File: src/epirq_params.svh
// Register offsets, field positions, reset values and widths for the pin interrupt flag block
`ifndef EPIRQ_PARAMS_SVH
`define EPIRQ_PARAMS_SVH

// ----------------------------------------------------------------
// Register offsets (byte addresses on the plain register port)
// ----------------------------------------------------------------
`define EPIRQ_ADDR_W 5
`define EPIRQ_OFS_PORT_SENSE 5'h00
`define EPIRQ_OFS_EXT_SENSE 5'h04
`define EPIRQ_OFS_PIN_ENABLE 5'h08
`define EPIRQ_OFS_EXT_FLAGS 5'h0C
`define EPIRQ_OFS_MOD_FLAGS 5'h10
`define EPIRQ_OFS_IRQ_STATUS 5'h14
`define EPIRQ_OFS_IRQ_MASK 5'h18

// ----------------------------------------------------------------
// Field positions and reset values
// ----------------------------------------------------------------
`define EPIRQ_GRP_LOW_BIT 7
`define EPIRQ_GRP_HIGH_BIT 6
`define EPIRQ_NUM_PORT 16
`define EPIRQ_NUM_EXT 6
`define EPIRQ_RST_16 16'h0000
`define EPIRQ_RST_12 12'h000
`define EPIRQ_RST_8 8'h00
`define EPIRQ_RST_6 6'h00

`endif

File: src/epirq_pkg.sv
// Types shared by the pin interrupt flag block
package epirq_pkg;

    // Sense selection of one external request pin
    typedef enum logic [1:0]
    {
        EPIRQ_FALL = 2'h0,
        EPIRQ_RISE = 2'h1,
        EPIRQ_LOW = 2'h2,
        EPIRQ_RSVD = 2'h3
    } epirq_sense_e;

    // Edge or level detection
    function automatic logic epirq_is_edge(input logic [1:0] sel);
        return (sel == EPIRQ_FALL) || (sel == EPIRQ_RISE);
    endfunction

endpackage

File: src/epirq_sync.sv
// Two-flop synchroniser for a vector of asynchronous pins
`timescale 1ns/1ps
module epirq_sync
    import epirq_pkg::*;
#(
    parameter int W = 1
)
(
    // Clock and reset
    input wire logic sys_clk,
    input wire logic rst_n,
    // Pins in, synchronised out
    input wire logic [W-1:0] async_in,
    output logic [W-1:0] sync_out
);

    logic [W-1:0] meta; // First stage, read only by the second

    // ----------------------------------------------------------------
    // Two stages
    // ----------------------------------------------------------------
    always_ff @(posedge sys_clk or negedge rst_n)
    begin
        if (!rst_n)
        begin
            // Idle-high level, so no false falling edge follows reset
            meta <= '1;
            sync_out <= '1;
        end
        else
        begin
            meta <= async_in;
            sync_out <= meta;
        end
    end

endmodule

File: src/epirq_ext_det.sv
// Edge or level detector with latched flag for one external request pin
`timescale 1ns/1ps
`include "epirq_params.svh"
module epirq_ext_det
    import epirq_pkg::*;
(
    // Clock and reset
    input wire logic sys_clk,
    input wire logic rst_n,
    // Synchronised pin and its sense selection
    input wire logic pin,
    input wire logic [1:0] sense,
    // Clear request from software
    input wire logic clear,
    // Latched flag
    output logic flag
);

    logic pin_d; // Previous sample for edge detection
    logic hit; // Detection this cycle

    // ----------------------------------------------------------------
    // Detection
    // ----------------------------------------------------------------
    always_comb
    begin
        unique case (sense)
            EPIRQ_FALL: hit = pin_d & ~pin;
            EPIRQ_RISE: hit = ~pin_d & pin;
            EPIRQ_LOW: hit = ~pin;
            EPIRQ_RSVD: hit = 1'b0; // Reserved code never requests
        endcase
    end

    // Previous pin level
    always_ff @(posedge sys_clk or negedge rst_n)
    begin
        if (!rst_n)
            pin_d <= 1'b1;
        else
            pin_d <= pin;
    end

    // Flag: a new detection wins over a clear in the same cycle
    always_ff @(posedge sys_clk or negedge rst_n)
    begin
        if (!rst_n)
            flag <= 1'b0;
        else if (hit)
            flag <= 1'b1;
        else if (clear || !epirq_is_edge(sense))
            flag <= 1'b0; // Level mode follows the pin once it is gone
    end

endmodule

File: src/epirq_top.sv
// Pin enable and request flag registers of the interrupt controller
// Operation
// Enable bit n gates port pin n
// Enable register resets to zero
// Software zeroes enables of unused pins
// Eight-bit flag register, group bits read-only
// Bit 7 flags port pins 0-7
// Bit 6 flags port pins 8-15
// Bits 5-0 flag external pins 5-0
// Only zero writes clear external flags
// Software reads one before writing zero
// Zero write cancels latched edge request
// Module flag register is read-only
// Bits 3-0 show DMA channel end
// Bits 7-4 show infrared requests
// Flag registers reset to zero
// Port sense bit selects low or high
// External sense: fall, rise, low, reserved
// Group flag ORs enabled matching pins
// Module flag follows source request line
//
// The register addresses and the strobed register port were chosen for this implementation.
`timescale 1ns/1ps
`include "epirq_params.svh"
module epirq_top
    import epirq_pkg::*;
(
    // Clock and reset
    input wire logic sys_clk,
    input wire logic rst_n,
    // Register port
    input wire logic [`EPIRQ_ADDR_W-1:0] reg_addr,
    input wire logic [15:0] reg_wdata,
    input wire logic reg_wr,
    input wire logic reg_rd,
    output logic [15:0] reg_rdata,
    // Interrupt pins from outside
    input wire logic [`EPIRQ_NUM_PORT-1:0] port_interrupt_pins,
    input wire logic [`EPIRQ_NUM_EXT-1:0] ext_request_pins,
    // Request lines from on-chip modules, same clock
    input wire logic [3:0] dma_end_req,
    input wire logic ir_transmit_req,
    input wire logic ir_break_req,
    input wire logic ir_receive_req,
    input wire logic ir_error_req,
    // Interrupt output
    output logic irq
);

    // ----------------------------------------------------------------
    // Declarations
    // ----------------------------------------------------------------
    // Registers
    logic [15:0] port_pin_irq_enable; // Per-pin gate
    logic [15:0] port_sense_control; // Per-pin level polarity
    logic [11:0] ext_sense_control; // Two bits per external pin
    logic [7:0] module_request_flags; // Read-only module flags
    logic [7:0] ext_pin_request_flags; // Assembled view
    logic [7:0] irq_status; // Sticky event bits
    logic [7:0] irq_mask; // Gates status onto irq

    // Pin side
    logic [15:0] port_sync; // Synchronised port pins
    logic [5:0] ext_sync; // Synchronised external pins
    logic [5:0] ext_pin_flags; // Latched external flags
    logic [5:0] ext_clear; // Zero-write clear per flag
    logic [15:0] port_active; // Enabled pins in request state
    logic port_group_low_flag; // Pins 0-7
    logic port_group_high_flag; // Pins 8-15

    // Events
    logic [7:0] prev_ext_view; // For rising edge events
    logic [7:0] prev_mod_view;
    logic [7:0] next_irq_status;

    // Write strobes
    logic wr_ext; // Write to external flag register
    logic wr_enable; // Enable register
    logic wr_psense; // Port sense bits
    logic wr_esense; // External sense fields
    logic wr_mask; // Interrupt mask
    logic wr_status; // Status clear

    // One compare for all registers keeps each offset in one place
    function automatic logic epirq_reg_hit(input logic strobe,
        input logic [`EPIRQ_ADDR_W-1:0] addr, input logic [`EPIRQ_ADDR_W-1:0] ofs);
        return strobe && (addr == ofs);
    endfunction

    assign wr_enable = epirq_reg_hit(reg_wr, reg_addr, `EPIRQ_OFS_PIN_ENABLE);
    assign wr_psense = epirq_reg_hit(reg_wr, reg_addr, `EPIRQ_OFS_PORT_SENSE);
    assign wr_esense = epirq_reg_hit(reg_wr, reg_addr, `EPIRQ_OFS_EXT_SENSE);
    assign wr_mask = epirq_reg_hit(reg_wr, reg_addr, `EPIRQ_OFS_IRQ_MASK);
    assign wr_status = epirq_reg_hit(reg_wr, reg_addr, `EPIRQ_OFS_IRQ_STATUS);
    assign wr_ext = epirq_reg_hit(reg_wr, reg_addr, `EPIRQ_OFS_EXT_FLAGS);

    // ----------------------------------------------------------------
    // Pin synchronisers
    // ----------------------------------------------------------------
    // Pins are asynchronous to sys_clk; two
    // flops trade two cycles for safety
    // Port pins, level sensed
    epirq_sync #(.W(`EPIRQ_NUM_PORT)) u_port_sync
    (
        .sys_clk(sys_clk),
        .rst_n(rst_n),
        .async_in(port_interrupt_pins),
        .sync_out(port_sync)
    );

    // External pins, edge or level sensed
    epirq_sync #(.W(`EPIRQ_NUM_EXT)) u_ext_sync
    (
        .sys_clk(sys_clk),
        .rst_n(rst_n),
        .async_in(ext_request_pins),
        .sync_out(ext_sync)
    );

    // ----------------------------------------------------------------
    // Configuration registers
    // ----------------------------------------------------------------
    // Writes land at the strobe edge
    // Enable register; no standby input, so nothing but reset or a write clears it
    // A zero bit keeps its pin off the group flag
    always_ff @(posedge sys_clk or negedge rst_n)
    begin
        if (!rst_n)
        begin
            port_pin_irq_enable <= `EPIRQ_RST_16;
        end
        else if (wr_enable)
        begin
            port_pin_irq_enable <= reg_wdata;
        end
    end

    // Port pin sense bits
    // A one makes the high level the request
    always_ff @(posedge sys_clk or negedge rst_n)
    begin
        if (!rst_n)
        begin
            port_sense_control <= `EPIRQ_RST_16;
        end
        else if (wr_psense)
        begin
            port_sense_control <= reg_wdata;
        end
    end

    // External pin sense fields
    // Pin n owns bits 2n+1:2n
    // Code 11 is kept but never flags
    always_ff @(posedge sys_clk or negedge rst_n)
    begin
        if (!rst_n)
        begin
            ext_sense_control <= `EPIRQ_RST_12;
        end
        else if (wr_esense)
        begin
            ext_sense_control <= reg_wdata[11:0];
        end
    end

    // Interrupt mask
    // Resets closed, so irq starts quiet
    always_ff @(posedge sys_clk or negedge rst_n)
    begin
        if (!rst_n)
        begin
            irq_mask <= `EPIRQ_RST_8;
        end
        else if (wr_mask)
        begin
            irq_mask <= reg_wdata[7:0];
        end
    end

    // ----------------------------------------------------------------
    // Port group flags
    // ----------------------------------------------------------------
    // Sense 1 means high is a request, 0 means low
    assign port_active = port_pin_irq_enable & ~(port_sync ^ port_sense_control);
    // Gating by the enable is why unused pins must stay disabled
    // No latching: a group flag drops
    // once every pin of the group lets go

    // Group flags are registered for a clean read value
    // Which pin asked is not kept, only the OR
    always_ff @(posedge sys_clk or negedge rst_n)
    begin
        if (!rst_n)
        begin
            port_group_low_flag <= 1'b0;
            port_group_high_flag <= 1'b0;
        end
        else
        begin
            port_group_low_flag <= |port_active[7:0];
            port_group_high_flag <= |port_active[15:8];
        end
    end

    // ----------------------------------------------------------------
    // External request flags
    // ----------------------------------------------------------------
    // Edge latches need this clear
    // Only a written zero clears; ones are ignored. The read-before-clear
    // order is left to software.
    assign ext_clear = wr_ext ? ~reg_wdata[5:0] : 6'h00;
    // A clear of a level-mode pin is undone
    // while the pin stays low

    // One detector per pin
    genvar g;
    generate
        for (g = 0; g < `EPIRQ_NUM_EXT; g = g + 1)
        begin : g_ext
            epirq_ext_det u_det
            (
                .sys_clk(sys_clk),
                .rst_n(rst_n),
                .pin(ext_sync[g]),
                .sense(ext_sense_control[2*g +: 2]),
                .clear(ext_clear[g]),
                .flag(ext_pin_flags[g])
            );
        end
    endgenerate

    // Group bits are not writable; only the low six bits take writes
    // Bit 7 low group, bit 6 high group
    assign ext_pin_request_flags = {port_group_low_flag, port_group_high_flag,
                                    ext_pin_flags};

    // ----------------------------------------------------------------
    // Module request flags
    // ----------------------------------------------------------------
    // Follows the sources; no write path at all
    // The source clears its own cause
    always_ff @(posedge sys_clk or negedge rst_n)
    begin
        if (!rst_n)
        begin
            module_request_flags <= `EPIRQ_RST_8;
        end
        else
        begin
            module_request_flags <= {ir_transmit_req, ir_break_req, ir_receive_req,
                                     ir_error_req, dma_end_req};
        end
    end

    // ----------------------------------------------------------------
    // Sticky interrupt status
    // ----------------------------------------------------------------
    // Previous views for rising-edge event detection
    // A flag that stays high raises no second event
    always_ff @(posedge sys_clk or negedge rst_n)
    begin
        if (!rst_n)
        begin
            prev_ext_view <= `EPIRQ_RST_8;
            prev_mod_view <= `EPIRQ_RST_8;
        end
        else
        begin
            prev_ext_view <= ext_pin_request_flags;
            prev_mod_view <= module_request_flags;
        end
    end

    // Low four bits: group low, group high, any external, any module.
    // Upper bits stay zero. New events win over write-one-to-clear.
    // So an event between read and clear
    // is never lost
    always_comb
    begin
        next_irq_status = irq_status;
        if (wr_status)
        begin
            next_irq_status = irq_status & ~reg_wdata[7:0];
        end
        next_irq_status[0] = next_irq_status[0] | (port_group_low_flag & ~prev_ext_view[7]);
        next_irq_status[1] = next_irq_status[1] | (port_group_high_flag & ~prev_ext_view[6]);
        next_irq_status[2] = next_irq_status[2] | (|(ext_pin_flags & ~prev_ext_view[5:0]));
        next_irq_status[3] = next_irq_status[3] | (|(module_request_flags & ~prev_mod_view));
        next_irq_status[7:4] = 4'h0;
    end

    // Status register
    always_ff @(posedge sys_clk or negedge rst_n)
    begin
        if (!rst_n)
        begin
            irq_status <= `EPIRQ_RST_8;
        end
        else
        begin
            irq_status <= next_irq_status;
        end
    end

    // Level output while any unmasked status bit is set
    // Masking hides a bit from irq, not reads
    assign irq = |(irq_status & irq_mask);

    // ----------------------------------------------------------------
    // Read data, one cycle after the strobe
    // ----------------------------------------------------------------
    // Idle cycles return zero, never stale data
    // A read has no side effect on any flag
    always_ff @(posedge sys_clk or negedge rst_n)
    begin
        if (!rst_n)
        begin
            reg_rdata <= `EPIRQ_RST_16;
        end
        else if (!reg_rd)
        begin
            reg_rdata <= `EPIRQ_RST_16; // Data stands only in the cycle after
        end
        else
        begin
            // Narrow registers read zero above
            unique case (reg_addr)
                `EPIRQ_OFS_PORT_SENSE: reg_rdata <= port_sense_control;
                `EPIRQ_OFS_EXT_SENSE: reg_rdata <= {4'h0, ext_sense_control};
                `EPIRQ_OFS_PIN_ENABLE: reg_rdata <= port_pin_irq_enable;
                `EPIRQ_OFS_EXT_FLAGS: reg_rdata <= {8'h00, ext_pin_request_flags};
                `EPIRQ_OFS_MOD_FLAGS: reg_rdata <= {8'h00, module_request_flags};
                `EPIRQ_OFS_IRQ_STATUS: reg_rdata <= {8'h00, irq_status};
                `EPIRQ_OFS_IRQ_MASK: reg_rdata <= {8'h00, irq_mask};
                default: reg_rdata <= `EPIRQ_RST_16; // Unmapped reads zero
            endcase
        end
    end

endmodule

File: config.mk
export PLATFORM = sky130hd
export DESIGN_NAME = epirq_top
export DESIGN_NICKNAME = d
export VERILOG_FILES = /design/src/epirq_pkg.sv /design/src/epirq_sync.sv /design/src/epirq_ext_det.sv /design/src/epirq_top.sv
export VERILOG_INCLUDE_DIRS = /design/src
export SDC_FILE = /design/constraint.sdc
export NUM_CORES = 1
export LEC_CHECK = 0
export BUFFER_PORTS_ARGS = -buffer_cell sky130_fd_sc_hd__buf_2
export CORE_MARGIN = 10
export CORE_UTILIZATION = 55
export CTS_CLUSTER_SIZE = 8
export DETAILED_ROUTE_END_ITERATION = 16
export GPL_TIMING_DRIVEN = 0
export PLACE_DENSITY = 0.76
export SYNTH_ARGS = -nofsm -noshare
export SYNTH_HDL_FRONTEND = slang
export SYNTH_HIERARCHICAL = 1
export SYNTH_SLANG_ARGS = --single-unit
File: constraint.sdc
create_clock -name sys_clk -period 2.4 [get_ports sys_clk]
set_input_delay 0.36 -clock sys_clk [delete_from_list [all_inputs] [get_ports sys_clk]]
set_output_delay 0.36 -clock sys_clk [all_outputs]
set_load 0.05 [all_outputs]
==> metrics.md, run 1 <==
| Metric | Value |
|---|---|
| Min Tclk post-route | 1.78 ns |
| CTS tree | built |
| Worst slack at placement | a little under 0.4 ns |
| Core footprint | 0.0108 sq mm |
| Die area | 0.0156 sq mm |
| First-pass GRT wire length | 21600 um |
| Post-Route WL | 13300 um |
| Drt wl/cell | 19.7 um |
| Total Routing Usage GR | 17.4% |
| Synth area leaders | dfrtp_1, dfstp_2, mux2_2, mux2_4, mux2i_1 |
| Grt ovf | 0 |
| Setup crit start kind | flop |
| Syn Area/Cell | 15.1 sq um |
| Fmax | 562 MHz |
| Slew margin rel. | 54.3% |
| Leakage power | 3.48 nW |
| IO buf count | 70 |
| Final setup TNS | 0 ns |
| CTS H-tree lvls | 4 |
| CP Launch Point | irq_mask[1]$_DFFE_PN0P_ |
| Ys flop type | dfrtp_1 |
| Fraction of layout cells with a size suffix above 1 | between 40 and 50% |
| Max-cap violations | 0 |
| Finished Layout Cells | a little under 700 |
| CP endpoint kind | output port |
| Root Driver | clkbuf_8 |
| Reg2Reg Launch Point | g_ext[2].u_det/flag$_DFFE_PN0P_ |
| Cells after synthesis | roughly 400 |
| Run status | finished clean |
| Pins Over Slew Limit | 0 |
| # nets final | just under 600 |
| Worst-skew pair later-pin latency | 0.53 ns |
| Routability Congestion | 0.928 |
| Core Rows | 38 |
| Final Cell Area | 0.00749 sq mm |
| RSZ-0062 raised after global routing | no |
| Post-synth top area share | 42.9% |
| Tot Pwr | 6.59 mW |
| Power Dens Cells | 880 mW/mm^2 |
| DR vias/cell | 5.46 |
| Postcts setup bufs | 0 |
| Ys async rst share | 100% |
| Post-synth net total | approximately 460 |
| Via count | 3697 |
| Worst hold slack | 0.0718 ns |
| Yosys cell types | 45 |
| Register share of total power | 49.5% |
| Sw Share | 25.8% |
| CP max FO | 3 |
| Final setup viols | 0 |
| Worst setup path category | flop to output port |
| Worst hold path type | input pin to flop |
| Syn. warnings | 6 |
| Initial DRC count | 292 |
| Drt first pass iters | 4 |
| Max clock buf depth | 2 |
| Fin worst setup slack | 0.620 ns |
| Clk slew on worst S/H paths | ~0.060 ns |
| Initial antenna violation count | 1 |
| Measured slew at the worst slew-check pin | roughly 0.68 ns |
| Post-route ant nets | 0 |
| Worst path arrival time | 1.42 ns |
| CTS sink cnt | 154 |
| Placed Cells | between 600 and 700 |
| Number of CTS-inserted buffers | 17 |
| Vias in the first global route | 4021 |
| Syn Std Cell Area | 0.00607 sq mm |
| Initial core utilization | 56.0% |
| CP required | 2.04 ns |
| Final Util | 69.1% |
| Sw Pwr | roughly 1.7 mW |
| DRC Markers | 0 |
| Final Cycle Share | 74.2% |
| Internal | 4.89 mW |
| HP Start | reg_wdata[15] |
| Placed instance area | 0.00663 sq mm |
| Horiz. Die Dim | 125 um |
| Final Hold Vio Count | 0 |
| #FFs+latches synth | 154 |
| Die Y | around 130 um |
| Largest net degree at the start of global routing | 80 |
| Dpl hpwl | 9060 um |
| EDFF count, synth | 0 |
| Clk pwr share | 36.9% |
| Max Clock Skew | between 0.007 and 0.008 ns |
| Max IR drop VDD | 597 uV |
| IO Pins | 72 |
| Area Growth Syn to Fin | 23.4% |
| Synth area leader | dfrtp_1 |
| Fill count | 734 |
| Logic pwr share | 13.6% |
| Register area share after synthesis | 64.5% |
[critical path, cell delays in order (launching register included)]
cell	delay, ns
dfrtp_1	0.41
a22oi_1	0.19
nand2_1	0.08
buf_2	0.21
[routing by layer]
layer / up-vias / track usage (%) / wire length (um)
li1: 1689 / - / -
met1: 1847 / 22.2 / 5920
met2: 134 / 26.2 / 6270
met3: 27 / 5.87 / 873
met4: 0 / 7.93 / 285
met5: - / 0 / 0
[path summary, 6_finish.rpt]
| kind | slack (ns) | cells past startpoint | end |
|---|---|---|---|
| worst max register to register | 1.11 | 3 | reg_rdata[2]$_DFF_PN0_ |
| worst min register to register | 0.35 | 0 | u_port_sync/sync_out[8]$_DFF_PN1_ |
| min in group asynchronous | 0.41 | 2 | reg_rdata[12]$_DFF_PN0_ |
| worst min-delay path | 0.07 | 2 | port_sense_control[15]$_DFFE_PN0P_ |
| max in group asynchronous | 1.17 | 3 | u_ext_sync/meta[0]$_DFF_PN1_ |
| worst max-delay path | 0.62 | 3 | irq |
[final cells by class]
| cell class | instances | area [sq um] | area share [%] |
|---|---|---|---|
| flip-flops and latches | 154 | 3920 | 52.3 |
| clock buffers | 20 | 445 | 5.95 |
| inverters | 16 | 60.1 | 0.802 |
| well taps | 140 | 175 | 2.34 |
| repair buffers | 102 | 694 | 9.27 |
| multi-input cells | 220 | 2010 | 26.9 |
| plain buffers | 12 | 81.3 | 1.09 |
| diodes | 1 | 2.50 | 0.0334 |
| clock inverters | 12 | 100 | 1.34 |
[cells by family after synthesis]
| group | synth area share [%] |
|---|---|
| compound gates | 7.44 |
| xor+xnor | 2.31 |
| buf+inv | 2.33 |
| flops | 64.5 |
| mux | 15.2 |
| simple gates | 8.25 |
[power groups by stage]
stage                     Sequential (mW)  Clock (mW)  Combinational, mW
final                                3.26        2.43              0.896
after global routing                 3.30        2.58              0.974
after CTS                            3.26        2.48              0.898
after detailed placement             3.30           0              0.843
after global placement               3.28           0              0.808
after floorplan                      3.20           0              0.598
[registers in the layout, indices dropped and copies added, names as in the netlist, 8 cells and up]
name and count:
module_request_flags 8, irq_mask 8, u_port_sync/sync_out 16, u_port_sync/meta 16, prev_mod_view 8, ext_sense_control 12, reg_rdata 16, port_sense_control 16
port_pin_irq_enable 16, prev_ext_view 8
[cells in the final DEF (no fill, tap or decap), drive strengths merged, types with 8 or more instances in the layout]
cell type / instances
a21oi: 10
mux2i: 18
dfrtp: 104
inv: 16
clkbuf: 22
dfstp: 50
xnor2: 16
dlygate4sd3: 31
mux2: 53
buf: 81
a22oi: 13
nand2: 8
nor2: 23
clkinv: 8
[synth_stat cells, drive strengths merged, types with 2 or more instances]
cell and instances:
nor2 23, dfstp 50, nor3 2, xnor2 16
nand3b 2, a22oi 13, nand4bb 6, nand3 6
mux4 3, nor2b 4, nand4b 2, a21oi 10
o22ai 6, mux2i 18, or3b 6, mux2 53
inv 16, or2 2, o211ai 6, nand2 8
o21bai 6, nand4 4, clkbuf 2, and4 2
o21ai 3, o2bb2ai 3, dfrtp 104, and3 2
a22o 5, buf 10
[what timing repair did]
item,in CTS,in global routing
endpoints found under the setup margin,0,0
resized for setup,0,0
hold buffers,31,0
endpoints found under the hold margin,66,0
Power figures use the tool's default switching activity.
==> run 2, diff against run 1 <==
--- a/config.mk
+++ b/config.mk
@@ -6,6 +6,7 @@
 export SDC_FILE = /design/constraint.sdc
 export NUM_CORES = 1
 export LEC_CHECK = 0
+export ABC_AREA = 1
 export BUFFER_PORTS_ARGS = -buffer_cell sky130_fd_sc_hd__buf_2
 export CORE_MARGIN = 10
 export CORE_UTILIZATION = 55
==> constraint.sdc (replaced) <==
create_clock -name sys_clk -period 1.7 [get_ports sys_clk]
set_input_delay 0.255 -clock sys_clk [delete_from_list [all_inputs] [get_ports sys_clk]]
set_output_delay 0.255 -clock sys_clk [all_outputs]
set_load 0.05 [all_outputs]
==> run 2 against run 1 <==
Net effect:
- setup slack worse by 0.42 ns
- area after synthesis up 3.6%
- core utilization up 1.8 points
- register-to-register slack worse by 0.53 ns
- final cell count up 33%
- first-iteration DRC count up 87%
- sequential share of layout area down 2.2 points
- routed wire length up 13%
- via count up 30%
- count of clock-buffer cells in the layout up 4
- combinational power up 29%
- largest power group unchanged
==> metrics.md, run 2 <==
| Metric | Value |
|---|---|
| Worst path arrival time | 1.25 ns (-0.17 ns) |
| Total Routing Usage GR | 19.4% (+2.1 points) |
| Most frequent cells in the layout | nand2_1, dfrtp_1, buf_2 |
| Register area share after synthesis | 62.3% (-2.3 points) |
| Final setup TNS | 0 ns (unchanged) |
| Seq. cell area | 0.00392 sq mm (unchanged) |
| Max clock buf depth | 2 (unchanged) |
| Multi-input gate area | 0.00196 sq mm (-2.7%) |
| Post-synth net total | 680 (+49%) |
| Fraction of layout cells with a size suffix above 1 | 28.9% (-16 points) |
| Sw Share | 24.9% (-0.91 points) |
| Finished Layout Cells | 900 (+33%) |
| Die area | 0.0161 sq mm (+3.1%) |
| Worst hold slack | 0.0891 ns (+0.0173 ns) |
| Final setup viols | 0 (unchanged) |
| Hold path depth | 3 (+1) |
| Initial DRC count | 546 (+87%) |
| Min Tclk post-route | 1.50 ns |
| Final Cycle Share | roughly 88% |
| Syn. warnings | 6 (unchanged) |
| CTS sink cnt | 154 (unchanged) |
| DRC Markers | 0 (unchanged) |
| EDFF count, synth | 0 (unchanged) |
| Syn Std Cell Area | 0.00629 sq mm (+3.6%) |
| #FFs+latches synth | 154 (unchanged) |
| Fill count | 788 (+7.4%) |
| Final Cell Area | 0.00782 sq mm (+4.4%) |
| Fmax | 666 MHz |
| Ys async rst share | 100% (unchanged) |
| DR vias/cell | 5.35 (-2.1%) |
| Max Clock Skew | 0.00637 ns (-0.00160 ns) |
| Drt wl/cell | 16.8 um (-15%) |
| Postcts setup bufs | 0 (unchanged) |
| R2R depth | 6 (+3) |
| Cells after synthesis | 625 (+55%) |
| Sw Pwr | 2.45 mW (+44%) |
| Leakage power | 3.83 nW (+10%) |
| Drt first pass iters | 5 (+1) |
| Pins Over Slew Limit | 0 (unchanged) |
| Top post-synthesis cells by count | nand2_1, dfrtp_1, inv_1, nor2_1, dfstp_2 |
| CTS tree | built |
| Vias in the first global route | 4895 (+22%) |
| Worst setup path category | flop to output port |
| First-pass GRT wire length | 24700 um (+14%) |
| Worst hold path type | input pin to flop |
| Die Y | 127 um (+1.5%) |
| IO buf count | 71 (+1.4%) |
| IO Pins | 72 (unchanged) |
| Ys flop type | dfrtp_1 |
| Post-route ant nets | 0 (unchanged) |
| Logic pwr share | 11.8% (-1.8 points) |
| # nets final | 802 (+39%) |
| Most common cell after layout, fill and taps aside | nand2_1 |
| Power Dens Cells | 1260 mW/mm^2 (+43%) |
| Worst-skew pair later-pin latency | 0.42 ns (-0.11 ns) |
| Dpl hpwl | 10500 um (+15%) |
| Clk slew on worst S/H paths | 0.06 ns (about the same) |
| Core footprint | 0.0110 sq mm (+1.8%) |
| Horiz. Die Dim | 127 um (+1.5%) |
| Post-Route WL | 15100 um (+13%) |
| Internal | 7.37 mW (+51%) |
| Final Hold Vio Count | 0 (unchanged) |
| Synth area leaders | dfrtp_1, dfstp_2, nand2_1, nand4_1, o21ai_2 |
| Root Driver | clkbuf_16 |
| Routability Congestion | 0.908 (-2.1%) |
| Placed Cells | 837 (+37%) |
| Fin worst setup slack | 0.200 ns (-0.420 ns) |
| Antenna cells | 0 (-1) |
| Synth area leader | dfrtp_1 |
| Clk pwr share | 41.7% (+4.8 points) |
| Run status | finished clean |
| Area Growth Syn to Fin | 24.2% |
| Placed instance area | 0.00686 sq mm (+3.4%) |
| Worst slack at placement | -0.181 ns (-0.577 ns) |
| CP required | 1.44 ns (-0.60 ns) |
| CP max FO | 3 (unchanged) |
| Largest net degree at the start of global routing | 92 (+15%) |
| Grt ovf | 0 (unchanged) |
| Initial core utilization | 57.0% (+1.0 points) |
| Core Rows | 38 (unchanged) |
| Via count | 4813 (+30%) |
| Measured slew at the worst slew-check pin | 0.595 ns (-0.0898 ns) |
| CP endpoint kind | output port |
| Syn Area/Cell | 10.1 sq um (-33%) |
| Max-cap violations | 0 (unchanged) |
| Setup crit start kind | flop |
| Initial antenna violation count | 0 (-1) |
| Post-synth top area share | 41.4% (-1.5 points) |
| Most frequent cell after synthesis | nand2_1 |
| Slew margin rel. | 60.3% (+6.0 points) |
| RSZ-0062 raised after global routing | no |
| Max IR drop VDD | 992 uV (+66%) |
| Yosys cell types | 31 (-31%) |
| CTS H-tree lvls | 4 (unchanged) |
| Register share of total power | 46.5% (-3.0 points) |
| Number of CTS-inserted buffers | 17 (unchanged) |
-- run 2: power by group through the flow --
stage | sequential, mW | combinational (mW) | clock, mW
finish | 4.57 | 1.16 | 4.09
global placement | 4.59 | 1.03 | 0
floorplan | 4.50 | 0.731 | 0
CTS | 4.56 | 1.16 | 4.16
global route | 4.62 | 1.31 | 4.29
detailed placement | 4.61 | 1.10 | 0
-- run 2: worst paths after layout --
kind | startpoint | end | slack [ns]
worst max-delay path | irq_status[2]$_DFF_PN0_ | irq | 0.20
worst min-delay path | reg_wdata[14] | port_pin_irq_enable[14]$_DFFE_PN0P_ | 0.09
worst max register to register | port_sense_control[0]$_DFFE_PN0P_ | port_group_low_flag$_DFF_PN0_ | 0.58
worst min register to register | u_port_sync/meta[1]$_DFF_PN1_ | u_port_sync/sync_out[1]$_DFF_PN1_ | 0.35
max in group asynchronous | rst_n | u_port_sync/sync_out[2]$_DFF_PN1_ | 0.48
min in group asynchronous | rst_n | module_request_flags[2]$_DFF_PN0_ | 0.37
-- run 2: what timing repair did --
| action | CTS | global route |
|---|---|---|
| hold endpoints to repair | 79 | 0 |
| hold buffers | 31 | 0 |
| resized for setup | 0 | 0 |
-- run 2: final cells by class --
class	instances	share of cell area [%]
clock buffer	24	6.16
timing repair buffer	103	8.95
buffer	22	2.02
multi-input combinational	380	25.1
sequential	154	50.1
inverter	69	3.31
tap	140	2.24
clock inverter	8	2.15
-- run 2: metrics by stage --
step / total power, mW / util (%)
after global placement: 5.62 / 61.8
final: 9.81 / 70.8
after global routing: 10.2 / 70.8
after floorplan: 5.24 / -
after detailed placement: 5.71 / 62.1
after CTS: 9.88 / 70.8
-- run 2: logic make-up (layout without fill, tap and decap cells) --
kind of cell    count (synthesis)  after routing  synth area share [%]
simple gates                  289            289                  21.5
compound gates                 82             82                  8.35
flops                         154            154                  62.3
xor+xnor                        9              9                  1.25
buf+inv                        91            226                  6.62
-- run 2: metal layers --
| metal | global-route usage (%) | share of wire (%) | up-vias |
|---|---|---|---|
| met5 | 0 | 0 | - |
| met4 | 9.04 | 2.5 | 0 |
| met3 | 5.91 | 7.4 | 33 |
| met2 | 31.0 | 49 | 201 |
| met1 | 23.6 | 41 | 2304 |
| li1 | - | - | 2275 |
-- run 2: critical path, stage by stage, from the launching register on --
cell,delay (ns)
dfrtp_1,0.42
nand2_1,0.07
nand4_1,0.06
buf_2,0.27
